==> src/hw/rdms_pkg.sv <==
// package of constants and types for the run/debug mode sequencer
package rdms_pkg;

	// ==========================================================
	// synchronised input vector, one bit per pin
	localparam int SYN_W    = 7;
	localparam int SYN_AS_N = 6;  // address_strobe_n
	localparam int SYN_BR   = 5;  // processor_bus_request
	localparam int SYN_HF   = 4;  // halt_flag_bit
	localparam int SYN_BTN  = 3;  // halt pushbutton
	localparam int SYN_UDN  = 2;  // user debug input, active low
	localparam int SYN_STEP = 1;  // run-mode switch at single step
	localparam int SYN_SEL  = 0;  // halt_instruction_selector, 1 = debug
	localparam logic [SYN_W-1:0] SYN_RST = 7'b100_0100;

	// ==========================================================
	// address table layout
	localparam int TBL_DEPTH       = 32;
	localparam int TBL_W           = 8;
	localparam int TBL_LAST_BIT    = 6;   // table_last_marker
	localparam int TBL_RET_END_BIT = 7;   // table_return_end_marker
	localparam int TBL_HIGH_BIT    = 5;   // selects the upper address page
	localparam logic [4:0]  TBL_TC_INDEX = 5'h1f;
	localparam logic [3:0]  CNT_TC       = 4'hf;
	localparam logic [11:0] ADDR_PAGE_HI = 12'h780;
	localparam logic [11:0] ADDR_PAGE_LO = 12'h77f;

	// ==========================================================
	// reset values of the sequencer
	localparam logic [3:0]  CNT_RST     = 4'h0;
	localparam logic        EXT_RST     = 1'b0;
	localparam logic        DAE_RST     = 1'b1;
	localparam logic        MODE_RST    = 1'b0;
	localparam logic        HLATCH_RST  = 1'b1;
	localparam logic        MON_N_RST   = 1'b0;
	localparam logic        DRV_RST     = 1'b0;
	localparam logic        HALT_RST    = 1'b1;
	localparam logic        HOLD_RST    = 1'b0;
	localparam logic        SW_HALT_RST = 1'b0;
	localparam logic [15:0] ADDR_RST    = 16'h0000;

	// ==========================================================
	// register map, byte addresses on the avalon slave
	localparam logic [3:0]  REG_STATUS  = 4'h0;
	localparam logic [3:0]  REG_CONTROL = 4'h4;
	localparam logic [31:0] RDATA_RST   = 32'h0000_0000;
	localparam int CTL_SW_HALT = 0;

	// ==========================================================
	// bus slave phase
	typedef enum logic [1:0] {
		RDMS_BUS_IDLE = 2'b01,
		RDMS_BUS_ACK  = 2'b10
	} rdms_bus_e;

	typedef struct packed {
		logic [SYN_W-1:0] syn1;
		logic [SYN_W-1:0] syn2;
		logic [SYN_W-1:0] syn3;
		logic             mode_ff;
		logic             hlatch_n;
		logic             hold;
		logic             dae;
		logic [3:0]       cnt;
		logic             ext;
		logic             mon_n;
		logic             drv;
		logic             halt;
		logic [15:0]      addr;
		logic             sw_halt;
		rdms_bus_e        bus;
		logic [31:0]      rdata;
	} rdms_state_s;

endpackage

==> src/hw/rdms_top.sv <==
// run/debug mode sequencer with forced save/return address generator
// ==========================================================
`timescale 1ns/100ps

module rdms_top
	import rdms_pkg::*;
(
	// clock and reset
	input  wire logic        clk_i,
	input  wire logic        rst_n_i,
	// processor card
	input  wire logic        address_strobe_n_i,
	input  wire logic        processor_bus_request_i,
	input  wire logic        halt_flag_bit_i,
	input  wire logic        init_n_i,
	input  wire logic [15:0] cpu_addr_i,
	// front panel and external debug
	input  wire logic        halt_button_i,
	input  wire logic        user_debug_n_i,
	input  wire logic        step_mode_i,
	input  wire logic        halt_instruction_selector_i,
	// avalon-mm slave
	input  wire logic [3:0]  avs_address_i,
	input  wire logic        avs_read_i,
	input  wire logic        avs_write_i,
	input  wire logic [31:0] avs_writedata_i,
	input  wire logic [3:0]  avs_byteenable_i,
	output logic      [31:0] avs_readdata_o,
	output logic             avs_waitrequest_o,
	// sequencer outputs
	output logic      [15:0] addr_o,
	output logic             cpu_addr_drive_enable_o,
	output logic             debug_addr_enable_o,
	output logic             halt_request_o,
	output logic             monitor_active_n_o
);

	// ==========================================================
	// address table
	function automatic logic [TBL_W-1:0] tbl_entry(input logic [4:0] idx);
		logic [TBL_W-1:0] y;
		y = 8'h00;
		case (idx)
			5'd1, 5'd2, 5'd7, 5'd8, 5'd13, 5'd14,
			5'd17, 5'd18:                  y = 8'h30;
			5'd3:                          y = 8'h0d;
			5'd4, 5'd10, 5'd23, 5'd26, 5'd29: y = 8'h31;
			5'd5:                          y = 8'h32;
			5'd6, 5'd25:                   y = 8'h33;
			5'd9, 5'd24:                   y = 8'h0c;
			5'd11:                         y = 8'h34;
			5'd12, 5'd28:                  y = 8'h35;
			5'd31, 5'd27:                  y = 8'h0b;
			5'd16:                         y = 8'h36;
			5'd19:                         y = 8'h0f;
			5'd20:                         y = 8'h78;
			5'd21:                         y = 8'h38;
			5'd22:                         y = 8'h37;
			5'd30:                         y = 8'hcd;
			default:                       y = 8'h00;
		endcase
		return y;
	endfunction

	// the counter's terminal count shows index 31 in place of 15
	function automatic logic [4:0] tbl_index(input logic ext,
		input logic [3:0] cnt);
		if (!ext && cnt == CNT_TC) begin
			return TBL_TC_INDEX;
		end
		return {ext, cnt};
	endfunction

	function automatic logic [15:0] tbl_addr(input logic [TBL_W-1:0] y);
		if (y[TBL_HIGH_BIT]) begin
			return {ADDR_PAGE_HI, y[3:0]};
		end
		return {ADDR_PAGE_LO, y[3:0]};
	endfunction

	// ==========================================================
	// state
	rdms_state_s st;
	rdms_state_s next_st;

	logic             as_rise;
	logic             br_rise;
	logic             br_fall;
	logic             halt_en;
	logic             halt_req;
	logic             detect_en;
	logic [TBL_W-1:0] entry;
	logic             bus_req;
	logic             ack;

	always_comb begin
		// edges only from the second and third stages
		as_rise   = st.syn2[SYN_AS_N] & ~st.syn3[SYN_AS_N];
		br_rise   = st.syn2[SYN_BR] & ~st.syn3[SYN_BR];
		br_fall   = ~st.syn2[SYN_BR] & st.syn3[SYN_BR];
		halt_en   = st.hold | st.syn2[SYN_STEP]
			| ~st.syn2[SYN_UDN] | st.sw_halt;
		halt_req  = ~st.mode_ff | ~st.hlatch_n;
		detect_en = ~st.mon_n | st.syn2[SYN_SEL];
		entry     = tbl_entry(tbl_index(st.ext, st.cnt));
		bus_req   = avs_read_i | avs_write_i;
		ack       = bus_req && st.bus == RDMS_BUS_ACK;
	end

	always_comb begin
		next_st = st;
		next_st.syn1 = {address_strobe_n_i, processor_bus_request_i,
			halt_flag_bit_i, halt_button_i, user_debug_n_i,
			step_mode_i, halt_instruction_selector_i};
		next_st.syn2 = st.syn1;
		next_st.syn3 = st.syn2;

		// pushbutton latch: a held button keeps the request alive
		if (st.syn2[SYN_BTN]) begin
			next_st.hold = 1'b1;
		end else if (st.dae) begin
			next_st.hold = 1'b0;
		end

		// mode flop: the monitor-active status gates the enable
		if (as_rise) begin
			next_st.mode_ff = ~(halt_en & st.mon_n);
		end

		// halt-instruction latch
		if (st.dae) begin
			next_st.hlatch_n = 1'b1;
		end else if (detect_en && st.syn2[SYN_HF]
			&& !st.syn2[SYN_AS_N]) begin
			next_st.hlatch_n = 1'b0;
		end

		// generator: enable, counter and extension latch
		if (!st.dae && br_rise && halt_req) begin
			next_st.dae = 1'b1;
			next_st.cnt = st.cnt + 4'h1;
			if (st.cnt == CNT_TC) begin
				next_st.ext = 1'b1;
			end
			if (st.cnt == CNT_RST && !st.ext) begin
				next_st.mon_n = 1'b0;
			end
		end else if (st.dae && br_rise
			&& !entry[TBL_LAST_BIT]) begin
			next_st.cnt = st.cnt + 4'h1;
			if (st.cnt == CNT_TC) begin
				next_st.ext = 1'b1;
			end
		end else if (st.dae && br_fall && entry[TBL_LAST_BIT]) begin
			next_st.dae = 1'b0;
			if (entry[TBL_RET_END_BIT]) begin
				next_st.cnt   = CNT_RST;
				next_st.ext   = EXT_RST;
				next_st.mon_n = 1'b1;
			end
		end

		// initialise: generator and monitor status latch back to start
		if (!init_n_i) begin
			next_st.cnt   = CNT_RST;
			next_st.ext   = EXT_RST;
			next_st.dae   = DAE_RST;
			next_st.mon_n = MON_N_RST;
		end

		// address buffers, registered
		if (st.dae && st.syn2[SYN_BR]) begin
			next_st.addr = tbl_addr(entry);
		end else if (st.dae) begin
			next_st.addr = st.addr;
		end else begin
			next_st.addr = cpu_addr_i;
		end

		// avalon slave: one wait cycle, then the answer
		next_st.bus = RDMS_BUS_IDLE;
		if (bus_req && st.bus == RDMS_BUS_IDLE) begin
			next_st.bus   = RDMS_BUS_ACK;
			next_st.rdata = RDATA_RST;
			if (avs_read_i && avs_address_i == REG_STATUS) begin
				next_st.rdata = {17'h0_0000, tbl_index(st.ext, st.cnt),
					st.cnt, st.ext, st.dae, halt_req, st.mon_n,
					st.mode_ff, st.hlatch_n};
			end else if (avs_read_i && avs_address_i == REG_CONTROL) begin
				next_st.rdata = {31'h0000_0000, st.sw_halt};
			end
		end
		if (ack && avs_write_i && avs_address_i == REG_CONTROL
			&& avs_byteenable_i[0]) begin
			next_st.sw_halt = avs_writedata_i[CTL_SW_HALT];
		end

		// outputs come from the next state, so each pin is a bare flop
		// and still shows the same cycle as the state it reports
		next_st.drv  = ~next_st.dae;
		next_st.halt = ~next_st.mode_ff | ~next_st.hlatch_n;
	end

	always_ff @(posedge clk_i or negedge rst_n_i) begin
		if (!rst_n_i) begin
			st.syn1     <= SYN_RST;
			st.syn2     <= SYN_RST;
			st.syn3     <= SYN_RST;
			st.mode_ff  <= MODE_RST;
			st.hlatch_n <= HLATCH_RST;
			st.hold     <= HOLD_RST;
			st.dae      <= DAE_RST;
			st.cnt      <= CNT_RST;
			st.ext      <= EXT_RST;
			st.mon_n    <= MON_N_RST;
			st.drv      <= DRV_RST;
			st.halt     <= HALT_RST;
			st.addr     <= ADDR_RST;
			st.sw_halt  <= SW_HALT_RST;
			st.bus      <= RDMS_BUS_IDLE;
			st.rdata    <= RDATA_RST;
		end else begin
			st <= next_st;
		end
	end

	// ==========================================================
	// outputs, all from state flops
	always_comb begin
		addr_o                  = st.addr;
		cpu_addr_drive_enable_o = st.drv;
		debug_addr_enable_o     = st.dae;
		halt_request_o          = st.halt;
		monitor_active_n_o      = st.mon_n;
		avs_readdata_o          = st.rdata;
		avs_waitrequest_o       = st.bus[0];
	end
endmodule // rdms_top

==> config.mk <==
export PLATFORM = sky130hd
export DESIGN_NAME = rdms_top
export DESIGN_NICKNAME = d
export VERILOG_FILES = /design/src/hw/rdms_pkg.sv /design/src/hw/rdms_top.sv
export SDC_FILE = /design/constraint.sdc
export NUM_CORES = 1
export LEC_CHECK = 0
export BUFFER_PORTS_ARGS = -buffer_cell sky130_fd_sc_hd__buf_4
export CORE_MARGIN = 3
export CORE_UTILIZATION = 49
export DETAILED_ROUTE_END_ITERATION = 7
export PLACE_DENSITY_LB_ADDON = 0.1
export RECOVER_POWER = 25
export SYNTH_ARGS = -nofsm -noshare
export SYNTH_HDL_FRONTEND = slang
export SYNTH_SLANG_ARGS = --single-unit
==> constraint.sdc <==
create_clock -name clk_i -period 3.3 [get_ports clk_i]
set_clock_uncertainty 0.2 [all_clocks]
set_input_delay 0.66 -clock clk_i [delete_from_list [all_inputs] [get_ports clk_i]]
set_output_delay 0.66 -clock clk_i [all_outputs]
set_load 0.02 [all_outputs]
-- Word-level counts from Yosys, hierarchy flattened
Memory sizes are Yosys's and may differ from the RTL's.
Index checks and enable logic that the tools add are counted.
- latch bits: 0
- bits in writable memories: 0
- output and inout port bits: 53
- memories: 1
- ROM bits: 256
- register bits after elaboration: 84
- equal/unequal tests: 11
- bitwise operators: 22
- shift-type cells: 0
- divide/modulo/power cells: 0
- magnitude comparators: 0
- multiply operators: 0
- add/sub/neg operators: 1
- reductions and logical operators: 27
- mux-type cells: 29
- memories (name ; words ; bits a word ; read ports ; clocked after Yosys merged registers in ; wr ports ; line ; RTL):
    (name not given) ; 32 ; 8 ; 1 ; 0 ; 0 ; rdms_top.sv:43 ; case (idx)
- operators with widths (operator ; count):
    $mux 16 ; 4
    $mux 34 ; 1
    $mux 7 ; 3
    $mux 5 ; 4
    $logic_and 1x1->1 ; 18
    $mux 1 ; 15
    $mux 15 ; 1
    $not 1->1 ; 11
    $logic_not 4->1 ; 2
    $ne 4x1->1 const B ; 2
    $or 1x1->1 ; 7
    $mux 6 ; 1
    $ne 3x1->1 const B ; 2
    $add 4x1->4 const B ; 1
    $and 1x1->1 ; 4
    $eq 4x3->1 const B ; 1
    $eq 4x4->1 const B ; 1
    $logic_not 1->1 ; 4
    $reduce_and 4->1 ; 1
    $ne 3x2->1 const B ; 1
    $ne 3x3->1 const B ; 1
    $eq 2x1->1 const B ; 1
    $eq 2x2->1 const B ; 1
    $ne 2x1->1 const B ; 1
    other kinds (2) ; 2

-- Longest topological paths before layout
An unclocked memory read counts as a cell.
- word-level depth: 11
- depth in mapped cells: 8
- depth with buffers taken out: 7

-- Worst setup path after synthesis
No wires, ideal clock.
- path type: flip-flop to flip-flop
- start: register st[56] (netlist name)
- end: register st, in the netlist addr_o[11]
- stages on the path, launching flop included: 8
- required time: 2.963 ns
- arrival: 1.917 ns
- path slack: 1.046 ns
- cells stage by stage: dfrtp_1 > clkbuf_1 > inv_1 > ha_1 > a211oi_1 > a31oi_1 > a211oi_2 > o2bb2ai_1
- longest elaborated chain between the ends: 9
- ends and longest elaborated chain (element ; line ; RTL):
    start, declared ; rdms_top.sv:83 ; rdms_state_s st;
    start signal, assigned ; rdms_top.sv:223 ; st <= next_st;
    $eq 4x4->1 ; rdms_top.sv:68 ; if (!ext && cnt == CNT_TC) begin
    $logic_and 1x1->1 ; rdms_top.sv:68 ;
    $mux 1 ; rdms_top.sv:68 ;
    $mux 5 (*) ; rdms_top.sv:71 ; return {ext, cnt};
    $mem_v2 32x8 (*) ; -- ;
    $mux 1 (*) ; rdms_top.sv:75 ; if (y[TBL_HIGH_BIT]) begin
    $mux 1 (*) ; rdms_top.sv:172 ; if (st.dae && st.syn2[SYN_BR]) begin
    $mux 16 (*) ; rdms_top.sv:78 ; return {ADDR_PAGE_LO, y[3:0]};
    $mux 16 (*) ; rdms_top.sv:172 ;
Every way passes the cells marked *; elsewhere a longest branch is shown, timed or not. The select of a mux whose other input is x is not followed.
A chain may end at the register's enable or synchronous reset.

-- Worst setup path in the final report
Ends and elaborated chain as after synthesis.

==> qor.log <==
qor: outcome.run_status complete, no violations
qor: placed_design.gp_congestion 0.874
qor: grt.grt_overflow_total 0
qor: floorplanning.die_outline_area 7220 um2
qor: grt.pin_count_of_the_biggest_net_entering_global_routing 63
qor: routing.drt-total-wl 5870 um
qor: timing.final_hold_viol_count 0
qor: routing.drt_first_pass_iters 4
qor: grt.grt_first_pass_wirelength 9890 um
qor: yosys.ys_top_cells_by_area sky130_fd_sc_hd__dfrtp_1, sky130_fd_sc_hd__buf_4, sky130_fd_sc_hd__dfstp_2, sky130_fd_sc_hd__a22o_1, sky130_fd_sc_hd__a221o_1
qor: clocking.clock_net_sink_count 62
qor: clocking.worst_setup_hold_path_clk_slew 0.07 ns
qor: setup_path.timing_worst_setup_path_type flip-flop to flip-flop
qor: yosys.synthesis.area 3060 um2
qor: timing.period_minus_slack 2.56 ns
qor: final_layout.n_fill_cell 524
qor: timing.fmax_achieved 391 MHz
qor: yosys.netlist.top_cell.by_area sky130_fd_sc_hd__dfrtp_1
qor: final_layout.number_of_nets_in_the_finished_design 396
qor: yosys.synthDominantCellAreaShare 43.4%
qor: timing.final.setup.tns 0 ns
qor: clocking.tritoncts.num_buffers 9
qor: routing.avgRoutedWirePerCell 14.6 um
qor: routing.viasPerCell 5.20
qor: final_layout.utilization 58.0%
qor: routing.drt_first_iter_violations 114
qor: placed_design.area_of_placed_instances 3310 um2
qor: clocking.clock_latency 0.33 ns
qor: placed_design.placement.setup.worst_slack 0.712 ns
qor: setup_path.timing.reg2reg.worst_path_depth 6
qor: grt.grt_antenna_before_repair 0
qor: timing.slew_violations 0
qor: timing.final.setup.worst_slack 0.740 ns
qor: setup_path.cp_data_required_time 3.30 ns
qor: timing.finalSetupViolCount 0
qor: clocking.post_cts_hold_buffer_count 0
qor: timing.slew_headroom 0.559%
qor: routing.ant_nets 0
qor: power.p_leak 1.66 nW
qor: setup_path.worstPathArrival 2.56 ns
qor: routing.drc_viols 0
qor: floorplanning.chipHeight 85.0 um
qor: worst_hold_path.hold_start next_st[75]
qor: clocking.clk_root_buffer_cell sky130_fd_sc_hd__clkbuf_8
qor: final_layout.post-route-cell-area 3470 um2
qor: clocking.cts-htree-levels 3
qor: setup_path.cell_by_cell_listing_of_the_critical_path inv_1 -> ha_1 -> a211oi_1 -> a31oi_1 -> a211oi_2 -> o2bb2ai_1
qor: grt.grt_use_total 17.4%
qor: power.power.density_cell_area 487 nW/um2
qor: timing.timing_worst_slew_pin_value 1.49 ns
qor: worst_hold_path.min_to next_st[68]
qor: floorplanning.core_region_area 5990 um2
qor: floorplanning.chipWidth 85.0 um
qor: yosys.synth_edf_count 0
qor: setup_path.setup.reg_to_reg.worst_slack 0.74 ns
qor: worst_hold_path.holdPathStages 0
qor: clocking.ctsLongestPathBuffers 2
qor: clocking.tritoncts done
qor: yosys.syn-instance-count 287
qor: yosys.yosys.cell_types.count 51
qor: placed_design.dpl.hpwl 4080 um
qor: timing.rsz0062_at_grt false
qor: routing.via_count_of_the_routed_design 2092
qor: final_layout.final_layout_size_suffix_gt1_share 30.0%
qor: setup_path.cpMaxStageDelayCell sky130_fd_sc_hd__a211oi_2
qor: setup_path.setup.worst_path.end_class flip-flop
qor: floorplanning.start_util 51.0%
qor: final_layout.area_delta_synth_final 13.6%
qor: power.power.ir.vdd_worst 0.000305 V
qor: setup_path.worst-path-max-fanout 10
qor: clocking.post_cts.resized_instances 0
qor: setup_path.worstSetupStartpointType flip-flop
qor: grt.first_global_vias 2029
qor: final_layout.num_antenna_cells 0
qor: yosys.ys.flop_type sky130_fd_sc_hd__dfrtp_1
qor: timing.layout_worst_path_cycle_share 77.6%
qor: setup_path.critical_path.reg2reg.endpoint addr_o[11]
qor: floorplanning.io_pins 121
qor: job.max_cap_viols 0
qor: yosys.seq_area_frac_synth 51.1%
qor: yosys.synth.ff_latch_count 62
qor: placed_design.buffer_ports.inserted 69
qor: setup_path.timing.rr.start st[56]
qor: clocking.cts_setup_buffers 0
qor: yosys.synthesis.yosys.warnings 0
qor: worst_hold_path.min_path_type flip-flop to flip-flop
qor: yosys.async_reset_ff_share 100%
qor: setup_path.critical-path-max-stage-delay 0.58 ns
qor: floorplanning.std_cell_rows 28
qor: yosys.postSynthAreaPerCell 10.7 um2
registers in the layout (all words and copies together) (netlist names):
signal / flops
avs_waitrequest_o: 1
monitor_active_n_o: 1
next_st: 14
debug_addr_enable_o: 1
addr_o: 16
halt_request_o: 1
avs_readdata_o: 15
cpu_addr_drive_enable_o: 1
st: 12
worst max-delay path, delay by kind of cell (launching register included):
family	cells	cell delay [ns]
compound gates	4	1.16
fa+ha+maj	1	0.35
flops	1	0.56
buf+inv	1	0.16
how the worst max path moves through the flow:
stage	start	endpoint	slack, ns
2_1_floorplan	st[56]	addr_o[11]	1.05
3_3_place_gp	st[56]	addr_o[11]	0.77
3_5_place_dp	st[56]	addr_o[11]	0.71
4_1_cts	st[56]	addr_o[11]	0.73
5_1_grt	st[56]	addr_o[11]	0.53
6_report	st[56]	addr_o[11]	0.74
cell families after synthesis:
kind of cell / synth area share [%]
fa+ha+maj: 2.46
buf+inv: 15.5
compound gates: 18.2
flops: 51.1
simple gates: 10.9
other cells: 0.123
mux: 1.39
xor+xnor: 0.287
placed cells by master (no fill, tap or decap), types with 3 or more instances in the layout:
master                     instances
sky130_fd_sc_hd__a21oi_1           4
sky130_fd_sc_hd__nand3_1          11
sky130_fd_sc_hd__a21boi_1          4
sky130_fd_sc_hd__clkbuf_4          7
sky130_fd_sc_hd__dfstp_2           8
sky130_fd_sc_hd__o21ai_1           5
sky130_fd_sc_hd__buf_4            62
sky130_fd_sc_hd__a31oi_1           6
sky130_fd_sc_hd__inv_1            10
sky130_fd_sc_hd__a221o_1           8
sky130_fd_sc_hd__nand2b_1          3
sky130_fd_sc_hd__dfrtp_1          53
sky130_fd_sc_hd__ha_1              6
sky130_fd_sc_hd__clkbuf_1          3
sky130_fd_sc_hd__o21ai_0           7
sky130_fd_sc_hd__nor2b_1           7
sky130_fd_sc_hd__clkbuf_8          9
sky130_fd_sc_hd__conb_1           17
sky130_fd_sc_hd__o22a_1            4
sky130_fd_sc_hd__nor3_1            3
sky130_fd_sc_hd__nor2_1           14
sky130_fd_sc_hd__nand2_1          19
sky130_fd_sc_hd__a22o_1           12
synthesized netlist by cell type, types with 6 or more instances:
cell type / count
sky130_fd_sc_hd__a221o_1: 8
sky130_fd_sc_hd__dfrtp_1: 53
sky130_fd_sc_hd__ha_1: 6
sky130_fd_sc_hd__dfstp_2: 9
sky130_fd_sc_hd__nor2b_1: 7
sky130_fd_sc_hd__nand3_1: 11
sky130_fd_sc_hd__buf_4: 51
sky130_fd_sc_hd__o21ai_0: 7
sky130_fd_sc_hd__clkbuf_1: 7
sky130_fd_sc_hd__a22o_1: 12
sky130_fd_sc_hd__a31oi_1: 6
sky130_fd_sc_hd__nand2_1: 19
sky130_fd_sc_hd__nor2_1: 14
sky130_fd_sc_hd__inv_1: 10
layout make-up:
cell class / count / area, um2 / area share, %
Clock buffer: 11 / 131 / 3.78
Clock inverter: 5 / 37.5 / 1.08
Inverter: 11 / 41.3 / 1.19
Multi-Input combinational cell: 167 / 1080 / 31.1
Sequential cell: 62 / 1560 / 45.0
Tap cell: 75 / 93.8 / 2.70
Timing Repair Buffer: 71 / 527 / 15.2
where the power goes:
part,internal (mW),switching (mW),total [mW]
Sequential,0.817,0.0360,0.853
Combinational,0.108,0.160,0.268
Clock,0.274,0.297,0.571
Total,1.20,0.493,1.69
stage by stage:
| stage | hold WS, ns | total power, mW | std cells |
|---|---|---|---|
| floorplan | 0.131 | 1.06 | 303 |
| global placement | 0.133 | 1.14 | 386 |
| detailed placement | 0.135 | 1.14 | 386 |
| CTS | 0.151 | 1.71 | 402 |
| global route | 0.157 | 1.78 | 402 |
| finish | 0.150 | 1.69 | 402 |
per-layer routing:
| metal | vias up | track usage (%) | wire [um] |
|---|---|---|---|
| met2 | 54 | 26.5 | 2800 |
| met4 | 0 | 7.34 | 103 |
| met5 | - | 0 | 0 |
| li1 | 1015 | - | - |
| met1 | 1014 | 23.1 | 2630 |
| met3 | 9 | 5.44 | 334 |
No activity file was read; power rests on OpenSTA's default activity.
